===== config.mk =====
export PLATFORM = sky130hd
export DESIGN_NAME = fbr_host
export DESIGN_NICKNAME = d
export VERILOG_FILES = /design/src/hdl/fbr_timer.v /design/src/hdl/fbr_host.v
export VERILOG_INCLUDE_DIRS = /design/src /design/src/hdl
export SDC_FILE = /design/constraint.sdc
export NUM_CORES = 1
export LEC_CHECK = 0
export ABC_AREA = 1
export BUFFER_PORTS_ARGS = -buffer_cell sky130_fd_sc_hd__clkbuf_2
export CORE_ASPECT_RATIO = 1.1
export CORE_UTILIZATION = 40
export CTS_BUF_LIST = sky130_fd_sc_hd__clkbuf_8 sky130_fd_sc_hd__clkbuf_16
export CTS_CLUSTER_SIZE = 24
export DETAILED_ROUTE_END_ITERATION = 12
export PLACE_DENSITY_LB_ADDON = 0.3
export RECOVER_POWER = 50
export SYNTH_ARGS = -nofsm -noshare
export SYNTH_HDL_FRONTEND = slang
export SYNTH_SLANG_ARGS = --single-unit

===== constraint.sdc =====
create_clock -name CLK -period 1.5 [get_ports CLK]
set_input_delay 0.075 -clock CLK [delete_from_list [all_inputs] [get_ports CLK]]
set_output_delay 0.075 -clock CLK [all_outputs]
set_load 0.1 [all_outputs]

===== src/hdl/fbr_host_regs.vh =====
`ifndef FBR_HOST_REGS_VH
`define FBR_HOST_REGS_VH

// bus clock
`define FBR_CLK_PERIOD_NS      40

// reset pin timing
`define FBR_MIN_RESET_PULSE_NS 100
`define FBR_IDLE_RESET_NS      100
`define FBR_ERASE_ABORT_US     22
`define FBR_PROGRAM_ABORT_US   12
`define FBR_NS_PER_US          1000

// flip-flop stages on the returning data bus
`define FBR_SYNC_STAGES        2

// least time in ns to whole clock cycles, rounded up
`define FBR_CYC_UP(ns) (((ns) + `FBR_CLK_PERIOD_NS - 1) / `FBR_CLK_PERIOD_NS)

// kind of operation that a reset may interrupt
`define FBR_OP_NONE            2'h0
`define FBR_OP_PROGRAM         2'h1
`define FBR_OP_ERASE           2'h2

// pin levels
`define FBR_PIN_ASSERT         1'b0
`define FBR_PIN_RELEASE        1'b1

`endif


===== src/hdl/fbr_timer.v =====
`timescale 1ns/1ps
`default_nettype none

module fbr_timer #(
   parameter CNT_W = 10
) (
   input  wire             clk,
   input  wire             rst_n,
   input  wire             load,
   input  wire [CNT_W-1:0] load_val,
   output wire             done
);

   reg [CNT_W-1:0] count;

   always @(posedge clk or negedge rst_n) begin
      if (!rst_n) begin
         count <= {CNT_W{1'b0}};
      end else if (load) begin
         count <= load_val;
      end else if (count != {CNT_W{1'b0}}) begin
         count <= count - {{(CNT_W-1){1'b0}}, 1'b1};
      end
   end

   assign done = (count == {CNT_W{1'b0}}) && !load;

endmodule // fbr_timer

`default_nettype wire


===== src/hdl/fbr_host.v =====
// What this block does
// - Read: select and output enable low, write strobe and reset high; device drives data.
// - Write: select and write strobe low, output enable and reset high; word to commands.
// - After reset release wait read recovery before reads, write recovery before writes.
// - After an abort, recovery delays count from the end of the shutdown interval.
// - System reset should also drive the device reset pin.
// - Hold the reset pin low at least 100 ns from read mode.
`timescale 1ns/1ps
`default_nettype none
`include "fbr_host_regs.vh"

module fbr_host #(
   parameter ADDR_W            = 21,
   parameter DATA_W            = 16,
   parameter CNT_W             = 10,
   parameter READ_ACCESS_NS    = 100,
   parameter WRITE_PULSE_NS    = 60,
   parameter READ_RECOVERY_NS  = 150,
   parameter WRITE_RECOVERY_NS = 150
) (
   input  wire              CLK,
   input  wire              RST_N,
   // user side
   input  wire              REQ_VALID,
   input  wire              REQ_WRITE,
   input  wire [ADDR_W-1:0] REQ_ADDR,
   input  wire [DATA_W-1:0] REQ_WDATA,
   output reg               RD_READY,
   output reg               WR_READY,
   output reg  [DATA_W-1:0] RD_DATA,
   output reg               RD_VALID,
   input  wire              RESET_REQ,
   input  wire [1:0]        OP_KIND,
   output reg               IN_RESET,
   // flash pins
   output reg               CE_N,
   output reg               OE_N,
   output reg               WE_N,
   output reg               RESET_POWERDOWN_N,
   output reg  [ADDR_W-1:0] ADDR,
   output reg  [DATA_W-1:0] DQ_O,
   output reg               DQ_OE,
   input  wire [DATA_W-1:0] DQ_I
);

   localparam integer PULSE_I  = `FBR_CYC_UP(`FBR_MIN_RESET_PULSE_NS);
   localparam integer IDLE_I   = `FBR_CYC_UP(`FBR_IDLE_RESET_NS);
   localparam integer ERASE_I  = `FBR_CYC_UP(`FBR_ERASE_ABORT_US * `FBR_NS_PER_US);
   localparam integer PROG_I   = `FBR_CYC_UP(`FBR_PROGRAM_ABORT_US * `FBR_NS_PER_US);
   localparam integer RD_REC_I = `FBR_CYC_UP(READ_RECOVERY_NS);
   localparam integer WR_REC_I = `FBR_CYC_UP(WRITE_RECOVERY_NS);
   // extra cycles cover the data synchroniser
   localparam integer RD_ACC_I = `FBR_CYC_UP(READ_ACCESS_NS) + `FBR_SYNC_STAGES;
   localparam integer WR_PUL_I = `FBR_CYC_UP(WRITE_PULSE_NS);
   // cut to the timer width on purpose: CNT_W must hold the longest hold
   localparam [CNT_W-1:0] PULSE_CYC  = PULSE_I[CNT_W-1:0];
   localparam [CNT_W-1:0] IDLE_CYC   = IDLE_I[CNT_W-1:0];
   localparam [CNT_W-1:0] ERASE_CYC  = ERASE_I[CNT_W-1:0];
   localparam [CNT_W-1:0] PROG_CYC   = PROG_I[CNT_W-1:0];
   localparam [CNT_W-1:0] RD_REC_CYC = RD_REC_I[CNT_W-1:0];
   localparam [CNT_W-1:0] WR_REC_CYC = WR_REC_I[CNT_W-1:0];
   localparam [CNT_W-1:0] RD_ACC_CYC = RD_ACC_I[CNT_W-1:0];
   localparam [CNT_W-1:0] WR_PUL_CYC = WR_PUL_I[CNT_W-1:0];
   localparam [CNT_W-1:0] REC_SAT    = {CNT_W{1'b1}};

   localparam [7:0] S_START = 8'h01;
   localparam [7:0] S_HOLD  = 8'h02;
   localparam [7:0] S_IDLE  = 8'h04;
   localparam [7:0] S_READ  = 8'h08;
   localparam [7:0] S_WRITE = 8'h10;
   localparam [7:0] S_WHOLD = 8'h20;
   localparam [7:0] S_GAP   = 8'h40;

   reg  [7:0]        state;
   reg  [1:0]        abort_kind;
   reg  [CNT_W-1:0]  rec_cnt;
   reg  [DATA_W-1:0] dq_meta;
   reg  [DATA_W-1:0] dq_sync;
   reg               tmr_load;
   reg  [CNT_W-1:0]  tmr_val;
   reg  [CNT_W-1:0]  hold_cyc;
   wire              tmr_done;
   wire              rd_ok;
   wire              wr_ok;
   wire              take;

   fbr_timer #(
      .CNT_W    (CNT_W)
   ) u_timer (
      .clk      (CLK),
      .rst_n    (RST_N),
      .load     (tmr_load),
      .load_val (tmr_val),
      .done     (tmr_done)
   );

   // data pins change outside our clock
   always @(posedge CLK or negedge RST_N) begin
      if (!RST_N) begin
         dq_meta <= {DATA_W{1'b0}};
         dq_sync <= {DATA_W{1'b0}};
      end else begin
         dq_meta <= DQ_I;
         dq_sync <= dq_meta;
      end
   end

   // an aborted operation needs its shutdown before release
   always @* begin
      case (abort_kind)
         `FBR_OP_ERASE:   hold_cyc = ERASE_CYC;
         `FBR_OP_PROGRAM: hold_cyc = PROG_CYC;
         default:         hold_cyc = (PULSE_CYC > IDLE_CYC) ? PULSE_CYC : IDLE_CYC;
      endcase
   end

   assign rd_ok = (rec_cnt >= RD_REC_CYC);
   assign wr_ok = (rec_cnt >= WR_REC_CYC);
   assign take  = (state == S_IDLE) && REQ_VALID && !RESET_REQ &&
                  (REQ_WRITE ? WR_READY : RD_READY);

   always @* begin
      tmr_load = 1'b0;
      tmr_val  = {CNT_W{1'b0}};
      case (state)
         S_START: begin
            tmr_load = 1'b1;
            tmr_val  = (hold_cyc > PULSE_CYC) ? hold_cyc : PULSE_CYC;
         end
         S_IDLE: begin
            if (take) begin
               tmr_load = 1'b1;
               tmr_val  = REQ_WRITE ? WR_PUL_CYC : RD_ACC_CYC;
            end
         end
         default: begin
            tmr_load = 1'b0;
         end
      endcase
   end

   always @(posedge CLK or negedge RST_N) begin
      if (!RST_N) begin
         // system reset drives the flash reset pin as well
         state             <= S_START;
         abort_kind        <= `FBR_OP_ERASE;
         RESET_POWERDOWN_N <= `FBR_PIN_ASSERT;
         rec_cnt           <= {CNT_W{1'b0}};
         CE_N              <= `FBR_PIN_RELEASE;
         OE_N              <= `FBR_PIN_RELEASE;
         WE_N              <= `FBR_PIN_RELEASE;
         ADDR              <= {ADDR_W{1'b0}};
         DQ_O              <= {DATA_W{1'b0}};
         DQ_OE             <= 1'b0;
         RD_DATA           <= {DATA_W{1'b0}};
         RD_VALID          <= 1'b0;
         RD_READY          <= 1'b0;
         WR_READY          <= 1'b0;
         IN_RESET          <= 1'b1;
      end else begin
         RD_VALID <= 1'b0;
         RD_READY <= 1'b0;
         WR_READY <= 1'b0;
         if (rec_cnt != REC_SAT) begin
            rec_cnt <= rec_cnt + {{(CNT_W-1){1'b0}}, 1'b1};
         end
         case (state)
            S_START: begin
               state <= S_HOLD;
            end
            S_HOLD: begin
               // other pins are don't care to the device, keep them idle
               if (tmr_done) begin
                  RESET_POWERDOWN_N <= `FBR_PIN_RELEASE;
                  rec_cnt           <= {CNT_W{1'b0}};
                  IN_RESET          <= 1'b0;
                  state             <= S_IDLE;
               end
            end
            S_IDLE: begin
               if (RESET_REQ) begin
                  // floats nothing to do: data bus is already released in idle
                  abort_kind        <= OP_KIND;
                  RESET_POWERDOWN_N <= `FBR_PIN_ASSERT;
                  IN_RESET          <= 1'b1;
                  state             <= S_START;
               end else if (take) begin
                  ADDR <= REQ_ADDR;
                  CE_N <= `FBR_PIN_ASSERT;
                  if (REQ_WRITE) begin
                     WE_N  <= `FBR_PIN_ASSERT;
                     DQ_O  <= REQ_WDATA;
                     DQ_OE <= 1'b1;
                     state <= S_WRITE;
                  end else begin
                     OE_N  <= `FBR_PIN_ASSERT;
                     state <= S_READ;
                  end
               end else begin
                  RD_READY <= rd_ok;
                  WR_READY <= wr_ok;
               end
            end
            S_READ: begin
               if (tmr_done) begin
                  // status words come back here too while an operation runs
                  RD_DATA  <= dq_sync;
                  RD_VALID <= 1'b1;
                  OE_N     <= `FBR_PIN_RELEASE;
                  CE_N     <= `FBR_PIN_RELEASE;
                  state    <= S_GAP;
               end
            end
            S_WRITE: begin
               if (tmr_done) begin
                  // strobe rises first so it alone marks the latch point
                  WE_N  <= `FBR_PIN_RELEASE;
                  state <= S_WHOLD;
               end
            end
            S_WHOLD: begin
               // data held one cycle past the strobe edge
               CE_N  <= `FBR_PIN_RELEASE;
               DQ_OE <= 1'b0;
               state <= S_GAP;
            end
            S_GAP: begin
               // turnaround cycle so the device stops driving before we may
               state <= S_IDLE;
            end
            default: begin
               state <= S_START;
            end
         endcase
      end
   end

endmodule // fbr_host

`default_nettype wire


==> flow_metrics.env, run 1 <==
export IMPL_cts_buffers=17
export IMPL_synth_area_um2=4920
export IMPL_wirelength_um=13900
export IMPL_muxShareOfSynthArea=0
export IMPL_place_area_um2=6100
export IMPL_maxCapViolations=0
export IMPL_max_slew_margin_rel=0.602
export IMPL_fp_row_count=42
export IMPL_p_total_mw=11.9
export IMPL_crit_fanout=5
export IMPL_hp_class="input pin to flip-flop"
export IMPL_grt_pass1_wl_um=21700
export IMPL_crit_top_cell="nor2_4"
export IMPL_setup_viol=56
export IMPL_grt_pass1_vias=4780
export IMPL_max_slew_worst_pin_slew_ns=0.597
export IMPL_antenna_cells=0
export IMPL_status="finished with violations"
export IMPL_synth_compound_area_frac=0.0331
export IMPL_power_leakage_nw=4.14
export IMPL_grt_max_degree=46
export IMPL_setup_slack_ns=-0.120
export IMPL_ys_ff_latch=122
export IMPL_whs_path_depth=4
export IMPL_fp_dieW_um=108
export IMPL_crit_chain="inv_2 -> ha_4 -> nand2_4 -> nor2_4 -> nand3_4 -> nor2_8 -> clkinv_4 -> nor2_4 -> nor2_1"
export IMPL_cp_slowest_cell="dfrtp_1"
export IMPL_hold_path_endpoint="state[4]"
export IMPL_cts_clk_slew_worst_paths_ns=0.05
export IMPL_maxSlewViolCount=0
export IMPL_reg2reg_from="u_timer.count[1]"
export IMPL_vias_per_cell=4.81
export IMPL_rrSetupSlack_ns=-0.12
export IMPL_areaGrowthSynthToFinish_pct=60.1
export IMPL_path_buf_inv=2
export IMPL_drive_above_1_share=0.426
export IMPL_synth_area_per_cell_um2=9.57
export IMPL_die_h_um=118
export IMPL_ys_top_cells_by_area="dfrtp_1, nand2_1, nand3_1, dfstp_2, inv_1"
export IMPL_gr_total_overflow=0
export IMPL_drc_errors=0
export IMPL_clockBufferDepth=2
export IMPL_fillers=897
export IMPL_ys_types=34
export IMPL_synth_xor_xnor_area_share=0.0178
export IMPL_gp_congestion=0.889
export IMPL_num_vias=4523
export IMPL_fin_crit_sh=1.08
export IMPL_synthesis_nets=580
export IMPL_grt_busiest_layer="met2"
export IMPL_dpl_hpwl_um=8030
export IMPL_start_kind="flip-flop"
export IMPL_io_pins=122
export IMPL_yosys_warnings=0
export IMPL_coreArea_um2=12000
export IMPL_vdd_ir_drop_max_v=0.000975
export IMPL_grt_use_met1=0.251
export IMPL_drt_antenna_violating_nets=0
export IMPL_synth_top_family_by_area="simple AND/OR/NAND/NOR gates"
export IMPL_grt_use_met2=0.391
export IMPL_hold_viol_final=0
export IMPL_reg2reg_to="rec_cnt[1]"
export IMPL_start_util=0.410
export IMPL_drt_wirelength_per_cell_um=14.8
export IMPL_end_kind="flip-flop"
export IMPL_r2r_cells=9
export IMPL_fin_crit_ns=1.62
export IMPL_stdcell_area_um2=7870
export IMPL_yosysTopAreaCell="dfrtp_1"
export IMPL_synth_seq_area_share=0.622
export IMPL_arrival_ns=1.92
export IMPL_initialDrtViolationCount=238
export IMPL_min_from="RESET_REQ"
export IMPL_fmax_mhz=617
export IMPL_grt_antenna_before_repair=0
export IMPL_track_usage=0.222
export IMPL_critical_path_class="flip-flop to flip-flop"
export IMPL_h_tree_depth=4
export IMPL_rsz0062_at_grt="yes"
export IMPL_skew_ns=0.00948
export IMPL_drt_first_pass_iters=8
export IMPL_port_buffer_count=121
export IMPL_cp_top_family="simple AND/OR/NAND/NOR gates"
export IMPL_synthAdderAreaFrac=0.0153
export IMPL_fin_nets=839
export IMPL_root_buffer="clkbuf_16"
export IMPL_yosysTopAreaCellShare=0.590
export IMPL_synth_simple_area_share=0.262
export IMPL_power_density_nw_per_um2=1510
export IMPL_crit_required_ns=1.80
export IMPL_violations="setup timing"
export IMPL_clock_sinks=122
export IMPL_cpPeakStageDelay_ns=0.40
export IMPL_cts_tree="built"
export IMPL_hold_slack_ns=0.0626
export IMPL_use_met3=0.0513
export IMPL_final_core_util=0.657
export IMPL_syn_inst=514
export IMPL_clkLatencyLatePin_ns=0.41
export IMPL_die_area_um2=12700
## worst max path at each step
stage                     startpoint  depth (start not counted)  slack, ns                to
floorplan                   WR_READY                          9      -0.12       RD_DATA[10]
global placement            state[5]                         10      -0.12  u_timer.count[5]
detailed placement          state[5]                         10      -0.14  u_timer.count[5]
CTS                 u_timer.count[4]                          8      -0.08        rec_cnt[8]
global route        u_timer.count[1]                          9      -0.20        rec_cnt[4]
finish              u_timer.count[1]                          9      -0.12        rec_cnt[1]
## cells in the mapped netlist
cell / number
or2_2: 3
o31ai_1: 1
clkbuf_1: 4
nor2_1: 27
nand3_2: 2
nand4_1: 4
nor3_2: 1
nand3_4: 1
nor2_2: 2
nand2_8: 1
ha_1: 6
nor3_1: 6
buf_8: 1
xor2_1: 9
nor2_4: 2
xnor2_1: 1
nand2_1: 196
dfrtp_1: 116
nand2_4: 1
buf_2: 3
nand4_2: 1
nand2_2: 3
buf_4: 4
a21o_1: 1
dfstp_2: 6
a21oi_1: 15
nor4_1: 4
nor2_8: 2
inv_1: 40
a31oi_1: 2
o21ai_0: 12
nand3_1: 33
inv_2: 3
inv_6: 1
## repair_timing
action                                  in CTS  in global routing
pin swaps                                   15                 22
endpoints found under the hold margin      171                  0
setup buffers                                7                 10
hold buffers                                56                  0
gates resized for setup                     34                107
cloned                                       2                  2
endpoints found under the setup margin      84                 93
## cell type report
| type | instances | area, um^2 | area share |
|---|---|---|---|
| inverter | 44 | 201 | 0.0256 |
| clock buffer | 18 | 439 | 0.0558 |
| tap | 154 | 193 | 0.0245 |
| timing repair buffer | 249 | 1830 | 0.232 |
| clock inverter | 14 | 146 | 0.0186 |
| sequential | 122 | 3070 | 0.389 |
| multi-input combinational | 339 | 2000 | 0.254 |
## layer usage
metal  vias up  wire length [um]
li1       2140                 -
met1      2192              5220
met2       148              7700
met3        43               575
met4         0               427
met5         -                 0
## flip-flops by register name, indices dropped and copies added (netlist names)
signal and flops:
OE_N 1, RD_VALID 1, rec_cnt 10, RD_DATA 16
DQ_O 16, dq_sync 16, ADDR 21, u_timer.count 10
CE_N 1, dq_meta 16, WR_READY 1, DQ_OE 1
WE_N 1, abort_kind 2, RESET_POWERDOWN_N 1, state 7
IN_RESET 1
## worst register-to-register path: stages (launching register included)
cell      delay, ns
dfrtp_1        0.40
inv_2          0.09
ha_4           0.15
nand2_4        0.07
nor2_4         0.12
nand3_4        0.11
nor2_8         0.20
clkinv_4       0.13
nor2_4         0.18
nor2_1         0.06
## stage by stage
stage,setup TNS (ns),setup WS [ns],instances
after floorplan,-1.93,-0.118,514
final,-3.58,-0.120,940
after CTS,-2.59,-0.0838,928
after global routing,-8.93,-0.199,940
after detailed placement,-6.28,-0.144,831
after global placement,-3.77,-0.118,831
## power breakdown
| group | total [mW] | internal [mW] | switching, mW | leakage [nW] |
|---|---|---|---|---|
| Combinational | 3.89 | 1.65 | 2.23 | 2.29 |
| Clock | 4.00 | 2.49 | 1.51 | 0.288 |
| Sequential | 3.97 | 3.69 | 0.282 | 1.56 |
## layout by cell type, fill, tap and decap left out, types with 10 or more instances in the layout
cell type	count
buf_4	56
clkbuf_16	18
clkbuf_2	114
dfrtp_1	114
dlygate4sd3_1	56
inv_1	30
inv_2	10
nand2_1	153
nand2_2	36
nand3_1	30
nor2_1	18
nor2_4	10
## kinds of logic after synthesis
group,after synthesis
simple gates,289
flops,122
buf+inv,56
compound gates,31
xor+xnor,10
fa+ha+maj,6
Power figures use the tool's default switching activity.
==> inputs of run 2 (changes only) <==
--- a/config.mk
+++ b/config.mk
@@ -6,7 +6,6 @@
 export SDC_FILE = /design/constraint.sdc
 export NUM_CORES = 1
 export LEC_CHECK = 0
-export ABC_AREA = 1
 export BUFFER_PORTS_ARGS = -buffer_cell sky130_fd_sc_hd__clkbuf_2
 export CORE_ASPECT_RATIO = 1.1
 export CORE_UTILIZATION = 40
==> run 2 against run 1 <==
The flow still finishes with violations (setup timing). Largest cell class unchanged. Area after synthesis down 1.1%. Register-to-register slack worse by 0.23 ns. Wire length up 12%. Setup slack worse by 0.23 ns. Final area up 3.4%. Fmax down 12%. Die area down 1.1%. Critical path depth down 2. Sequential cell count unchanged.
==> flow_metrics.env, run 2 <==
export IMPL_maxCapViolations=0
export IMPL_place_area_um2=6140
export IMPL_die_h_um=118
export IMPL_yosysMostFrequentCell="dfrtp_1"
export IMPL_multi_input_area_um2=2240
export IMPL_die_area_um2=12600
export IMPL_rsz0062_at_grt="yes"
export IMPL_end_kind="flip-flop"
export IMPL_synthFlopType="dfrtp_1"
export IMPL_fillers=729
export IMPL_drt_first_pass_iters=4
export IMPL_fin_crit_sh=1.23
export IMPL_arrival_ns=2.15
export IMPL_clkLatencyLatePin_ns=0.42
export IMPL_vias_per_cell=5.15
export IMPL_largest_reg_flops=21
export IMPL_critPathLaunch="u_timer.count[0]"
export IMPL_regArea_um2=3070
export IMPL_cts_tree="built"
export IMPL_drive_above_1_share=0.559
export IMPL_crit_fanout=8
export IMPL_async_flop_share=1.00
export IMPL_start_kind="flip-flop"
export IMPL_ys_top_cells_by_area="dfrtp_1, mux2_2, nand2_1, dfstp_2, nor2_1"
export IMPL_maxSlewViolCount=0
export IMPL_setup_slack_ns=-0.350
export IMPL_grt_pass1_vias=4538
export IMPL_start_util=0.417
export IMPL_top_register="ADDR"
export IMPL_max_slew_margin_rel=0.256
export IMPL_vdd_ir_drop_max_v=0.00103
export IMPL_synth_area_per_cell_um2=12.1
export IMPL_synth_seq_area_share=0.630
export IMPL_crit_required_ns=1.80
export IMPL_fp_row_count=41
export IMPL_dpl_hpwl_um=7460
export IMPL_root_buffer="clkbuf_16"
export IMPL_coreArea_um2=11600
export IMPL_drt_antenna_violating_nets=0
export IMPL_areaGrowthSynthToFinish_pct=67.5
export IMPL_track_usage=0.235
export IMPL_synthesis_nets=469
export IMPL_r2r_cells=7
export IMPL_final_common_cell="clkbuf_2"
export IMPL_drt_wirelength_per_cell_um=18.6
export IMPL_h_tree_depth=4
export IMPL_grt_antenna_before_repair=1
export IMPL_reg2reg_from="u_timer.count[0]"
export IMPL_stdcell_area_um2=8140
export IMPL_fmax_mhz=540
export IMPL_io_pins=122
export IMPL_fin_crit_ns=1.85
export IMPL_power_density_nw_per_um2=1540
export IMPL_hold_viol_final=0
export IMPL_route_met2_wl_um=8520
export IMPL_wl_met1_um=5780
export IMPL_rrSetupSlack_ns=-0.35
export IMPL_crit_path_end="RD_DATA[8]"
export IMPL_top_layer="met4"
export IMPL_yosysTopAreaCell="dfrtp_1"
export IMPL_yosysTopAreaCellShare=0.597
export IMPL_synth_edf_count=0
export IMPL_skew_ns=0.0115
export IMPL_final_core_util=0.699
export IMPL_fp_dieW_um=107
export IMPL_drc_errors=0
export IMPL_reg2reg_to="RD_DATA[8]"
export IMPL_grt_pass1_wl_um=22400
export IMPL_layout_common_cells="clkbuf_2, dfrtp_1, buf_4"
export IMPL_wl_met3_um=678
export IMPL_syn_inst=403
export IMPL_cts_buffers=17
export IMPL_gp_congestion=0.843
export IMPL_ys_types=54
export IMPL_num_vias=4312
export IMPL_yosys_warnings=0
export IMPL_clock_sinks=122
export IMPL_status="finished with violations"
export IMPL_port_buffer_count=121
export IMPL_critical_path_class="flip-flop to flip-flop"
export IMPL_max_slew_worst_pin_slew_ns=1.12
export IMPL_violations="setup timing"
export IMPL_cts_clk_slew_worst_paths_ns=0.07
export IMPL_clockBufferDepth=2
export IMPL_power_leakage_nw=4.10
export IMPL_grt_max_degree=123
export IMPL_synth_area_um2=4860
export IMPL_wirelength_um=15600
export IMPL_place_ws_ns=-0.321
export IMPL_gr_total_overflow=0
export IMPL_fin_nets=740
export IMPL_netlist_top_cells_count="dfrtp_1, nand2_1, mux2_2"
export IMPL_hp_class="input pin to flip-flop"
export IMPL_initialDrtViolationCount=215
export IMPL_setup_viol=90
export IMPL_ys_ff_latch=122
-- run 2: changes by cell type after synthesis, moves of 4 or more --
| cell | before | now |
|---|---|---|
| inv_1 | 40 | 13 |
| nand3_1 | 33 | 12 |
| or4_1 | 0 | 5 |
| xnor2_1 | 1 | 7 |
| a21oi_1 | 15 | 8 |
| o21ai_0 | 12 | 8 |
| mux2_2 | 0 | 34 |
| xor2_1 | 9 | 5 |
| nand2_1 | 196 | 75 |
-- run 2: final cells by class --
type	instances	share of cell area
flip-flops and latches	122	0.377
multi-input cells	255	0.275
repair buffers	265	0.250
clock buffers	17	0.0523
well taps	150	0.0231
clock inverters	15	0.0160
inverters	13	0.00599
diodes	1	0.000307
-- run 2: worst max-delay path, stage by stage, from the launching register on --
cell and delay (ns):
dfrtp_1 0.41, inv_2 0.09, ha_4 0.14, nor3b_4 0.24, nand3_4 0.14, nor2_4 0.18, clkbuf_16 0.19, mux2_2 0.34
-- run 2: power breakdown --
part / switching (mW) / total, mW / internal (mW)
Combinational: 2.47 / 4.63 / 2.16
Clock: 1.70 / 3.86 / 2.17
Sequential: 0.370 / 4.08 / 3.71
-- run 2: metrics by stage --
step | TNS [ns] | hold slack [ns] | std cells | power [mW]
after floorplan | -14.54 | -0.221 | 403 | 6.06
after global placement | -12.23 | 0.183 | 714 | 7.21
after detailed placement | -17.08 | 0.185 | 714 | 7.27
after CTS | -13.68 | 0.00189 | 825 | 11.9
after global routing | -27.68 | 0.0527 | 838 | 13.1
final | -23.81 | 0.0453 | 838 | 12.6
-- run 2: what timing repair did --
action                                  CTS  global route
hold endpoints to repair                173             0
hold buffers                             57             0
endpoints found under the setup margin   88            90
resized for setup                        79            71
cloned                                    5             1
pin swaps                                49            33
buffers inserted                         18            17
-- run 2: worst min path at each step --
| stage | from | to | slack [ns] | cells after the start |
|---|---|---|---|---|
| 2_1_floorplan | RST_N | ADDR[0] | -0.22 | 0 |
| 3_3_place_gp | DQ_I[11] | dq_meta[11] | 0.18 | 1 |
| 3_5_place_dp | DQ_I[14] | dq_meta[14] | 0.18 | 1 |
| 4_1_cts | RESET_REQ | WR_READY | 0.002 | 4 |
| 5_1_grt | RESET_REQ | WR_READY | 0.05 | 4 |
| 6_report | RESET_REQ | WR_READY | 0.05 | 4 |
-- run 2: per-layer routing --
metal	vias up	GRT usage
met3	47	0.0570
li1	1939	-
met2	154	0.400
met5	-	0
met1	2172	0.265
met4	0	0.135
-- run 2: cell families after synthesis --
group | after synthesis | synth area share
DFF | 122 | 0.630
AOI/OAI and AO/OA | 39 | 0.0546
xor gates and xnor gates | 12 | 0.0216
adders and majority gates | 6 | 0.0154
muxes | 36 | 0.0829
and+or+nand+nor | 161 | 0.170
buffers and inverters | 27 | 0.0260
==> inputs of run 3 (changes only) <==
--- a/config.mk
+++ b/config.mk
@@ -6,12 +6,13 @@
 export SDC_FILE = /design/constraint.sdc
 export NUM_CORES = 1
 export LEC_CHECK = 0
-export BUFFER_PORTS_ARGS = -buffer_cell sky130_fd_sc_hd__clkbuf_2
+export BUFFER_PORTS_ARGS = -buffer_cell sky130_fd_sc_hd__buf_4
 export CORE_ASPECT_RATIO = 1.1
 export CORE_UTILIZATION = 40
 export CTS_BUF_LIST = sky130_fd_sc_hd__clkbuf_8 sky130_fd_sc_hd__clkbuf_16
 export CTS_CLUSTER_SIZE = 24
 export DETAILED_ROUTE_END_ITERATION = 12
+export GPL_TIMING_DRIVEN = 1
 export PLACE_DENSITY_LB_ADDON = 0.3
 export RECOVER_POWER = 50
 export SYNTH_ARGS = -nofsm -noshare
==> run 3 against run 2 <==
Cell count up 1.9%. Largest cell class unchanged. Largest power group unchanged. Die area unchanged. Setup slack lost 0.16 ns. Power up 7.7%. Sequential power barely moved. The run still ends with setup timing left. Combinational power up 11%. Via count rose by 7.6%.
==> flow_metrics.env, run 3 (synthesis results as in run 2) <==
export IMPL_setup_slack_ns=-0.513
export IMPL_hp_class="input pin to flip-flop"
export IMPL_crit_chain="inv_2 -> ha_4 -> nor3b_4 -> nand3_4 -> buf_6 -> or4_4 -> a21boi_2"
export IMPL_drt_first_pass_iters=5
export IMPL_grt_pass1_vias=4672
export IMPL_gp_congestion=0.850
export IMPL_h_tree_depth=4
export IMPL_grt_max_degree=49
export IMPL_wl_met1_um=6970
export IMPL_cts_buffers=17
export IMPL_clockBufferDepth=2
export IMPL_drive_above_1_share=0.597
export IMPL_wl_met3_um=1030
export IMPL_wirelength_um=18800
export IMPL_grt_antenna_before_repair=0
export IMPL_path_buf_inv=2
export IMPL_port_buffer_count=121
export IMPL_fin_crit_sh=1.34
export IMPL_root_buffer="clkbuf_16"
export IMPL_fp_row_count=41
export IMPL_io_pins=122
export IMPL_layout_common_cells="buf_4, dfrtp_1, dlygate4sd3_1"
export IMPL_grt_pass1_wl_um=23700
export IMPL_cts_clk_slew_worst_paths_ns=0.07
export IMPL_drt_wirelength_per_cell_um=22.0
export IMPL_fin_crit_ns=2.01
export IMPL_maxSlewViolCount=0
export IMPL_coreArea_um2=11600
export IMPL_cp_slowest_cell="or4_4"
export IMPL_end_kind="flip-flop"
export IMPL_track_usage=0.251
export IMPL_antenna_cells=0
export IMPL_fillers=616
export IMPL_initialDrtViolationCount=380
export IMPL_top_layer="met4"
export IMPL_final_common_cell="buf_4"
export IMPL_start_util=0.417
export IMPL_drt_antenna_violating_nets=0
export IMPL_fin_nets=758
export IMPL_route_met2_wl_um=9630
export IMPL_power_leakage_nw=4.40
export IMPL_dpl_hpwl_um=8190
export IMPL_skew_ns=0.0159
export IMPL_drc_errors=0
export IMPL_setup_viol=90
export IMPL_top_register="ADDR"
export IMPL_violations="setup timing"
export IMPL_maxCapViolations=0
export IMPL_largest_reg_flops=21
export IMPL_reg2reg_from="u_timer.count[1]"
export IMPL_die_h_um=118
export IMPL_crit_required_ns=1.85
export IMPL_final_cells=854
export IMPL_cp_top_family="simple AND/OR/NAND/NOR gates"
export IMPL_num_vias=4638
export IMPL_critPathLaunch="u_timer.count[1]"
export IMPL_critical_path_class="flip-flop to flip-flop"
export IMPL_min_from="REQ_VALID"
export IMPL_start_kind="flip-flop"
export IMPL_vdd_ir_drop_max_v=0.00112
export IMPL_rsz0062_at_grt="yes"
export IMPL_vias_per_cell=5.43
export IMPL_placed_cells=719
export IMPL_gr_total_overflow=0
export IMPL_clkLatencyLatePin_ns=0.43
export IMPL_die_area_um2=12600
export IMPL_crit_fanout=5
export IMPL_fmax_mhz=497
export IMPL_max_slew_margin_rel=0.437
export IMPL_power_density_nw_per_um2=1520
export IMPL_arrival_ns=2.37
export IMPL_clock_sinks=122
export IMPL_cts_tree="built"
export IMPL_p_total_mw=13.5
export IMPL_areaGrowthSynthToFinish_pct=83.1
export IMPL_status="finished with violations"
export IMPL_max_slew_worst_pin_slew_ns=0.845
export IMPL_cpPeakStageDelay_ns=0.50
export IMPL_hold_viol_final=0
export IMPL_fp_dieW_um=107
## run 3: cell count changes in the layout (fill, tap and decap cells not counted), sizes merged
| cell | previous run | this run |
|---|---|---|
| inv | 21 | 14 |
| and4 | 1 | 2 |
| clkbuf | 135 | 37 |
| bufinv | 0 | 3 |
| clkinvlp | 3 | 5 |
| diode | 1 | 0 |
| nand2 | 77 | 79 |
| buf | 90 | 204 |
## run 3: report_power, final
group	switching, mW	internal, mW
Clock	1.61	2.66
Combinational	2.81	2.35
Sequential	0.400	3.71
## run 3: cell type report
type	instances	area, um^2	area share
Clock buffer	18	439	0.0494
Clock inverter	13	171	0.0193
Inverter	13	48.8	0.00548
Multi-Input combinational cell	258	2420	0.272
Sequential cell	122	3060	0.344
Tap cell	150	188	0.0211
Timing Repair Buffer	280	2570	0.289
## run 3: final timing paths
check | slack [ns] | end | cells after the start
worst max-delay path | -0.51 | WE_N | 7
min in group asynchronous | 0.32 | state[3] | 2
worst min-delay path | 0.004 | WR_READY | 4
max in group asynchronous | 0.21 | ADDR[20] | 3
worst max register to register | -0.51 | WE_N | 7
worst min register to register | 0.35 | dq_sync[0] | 0
## run 3: worst reg2reg max path, stage by stage, from the launching register on
cell and delay [ns]:
dfrtp_1 0.43, inv_2 0.12, ha_4 0.16, nor3b_4 0.26
nand3_4 0.16, buf_6 0.16, or4_4 0.50, a21boi_2 0.15
## run 3: metal layers
metal  global-route usage  vias to the layer above
met5                    0                        -
li1                     -                     1984
met2                0.438                      235
met1                0.281                     2336
met3               0.0631                       83
met4                0.126                        0
## run 3: what timing repair did
item | 4_1_cts | 5_1_grt
buffers inserted | 16 | 21
hold buffers | 57 | 0
endpoints found under the setup margin | 90 | 90
resized for setup | 85 | 111
pin swaps | 51 | 51
hold endpoints to repair | 119 | 0
cloned | 10 | 2
## run 3: metrics by stage
step	util	area [um^2]	setup TNS (ns)	worst slack, ns	hold WS [ns]
after floorplan	-	4980	-14.54	-0.323	-0.221
after global placement	0.556	6480	-11.95	-0.287	0.0563
after detailed placement	0.556	6480	-15.09	-0.343	0.0540
after CTS	0.715	8330	-12.91	-0.297	0.000350
after global routing	0.764	8900	-32.97	-0.545	0.00701
final	0.764	8900	-28.94	-0.513	0.00370
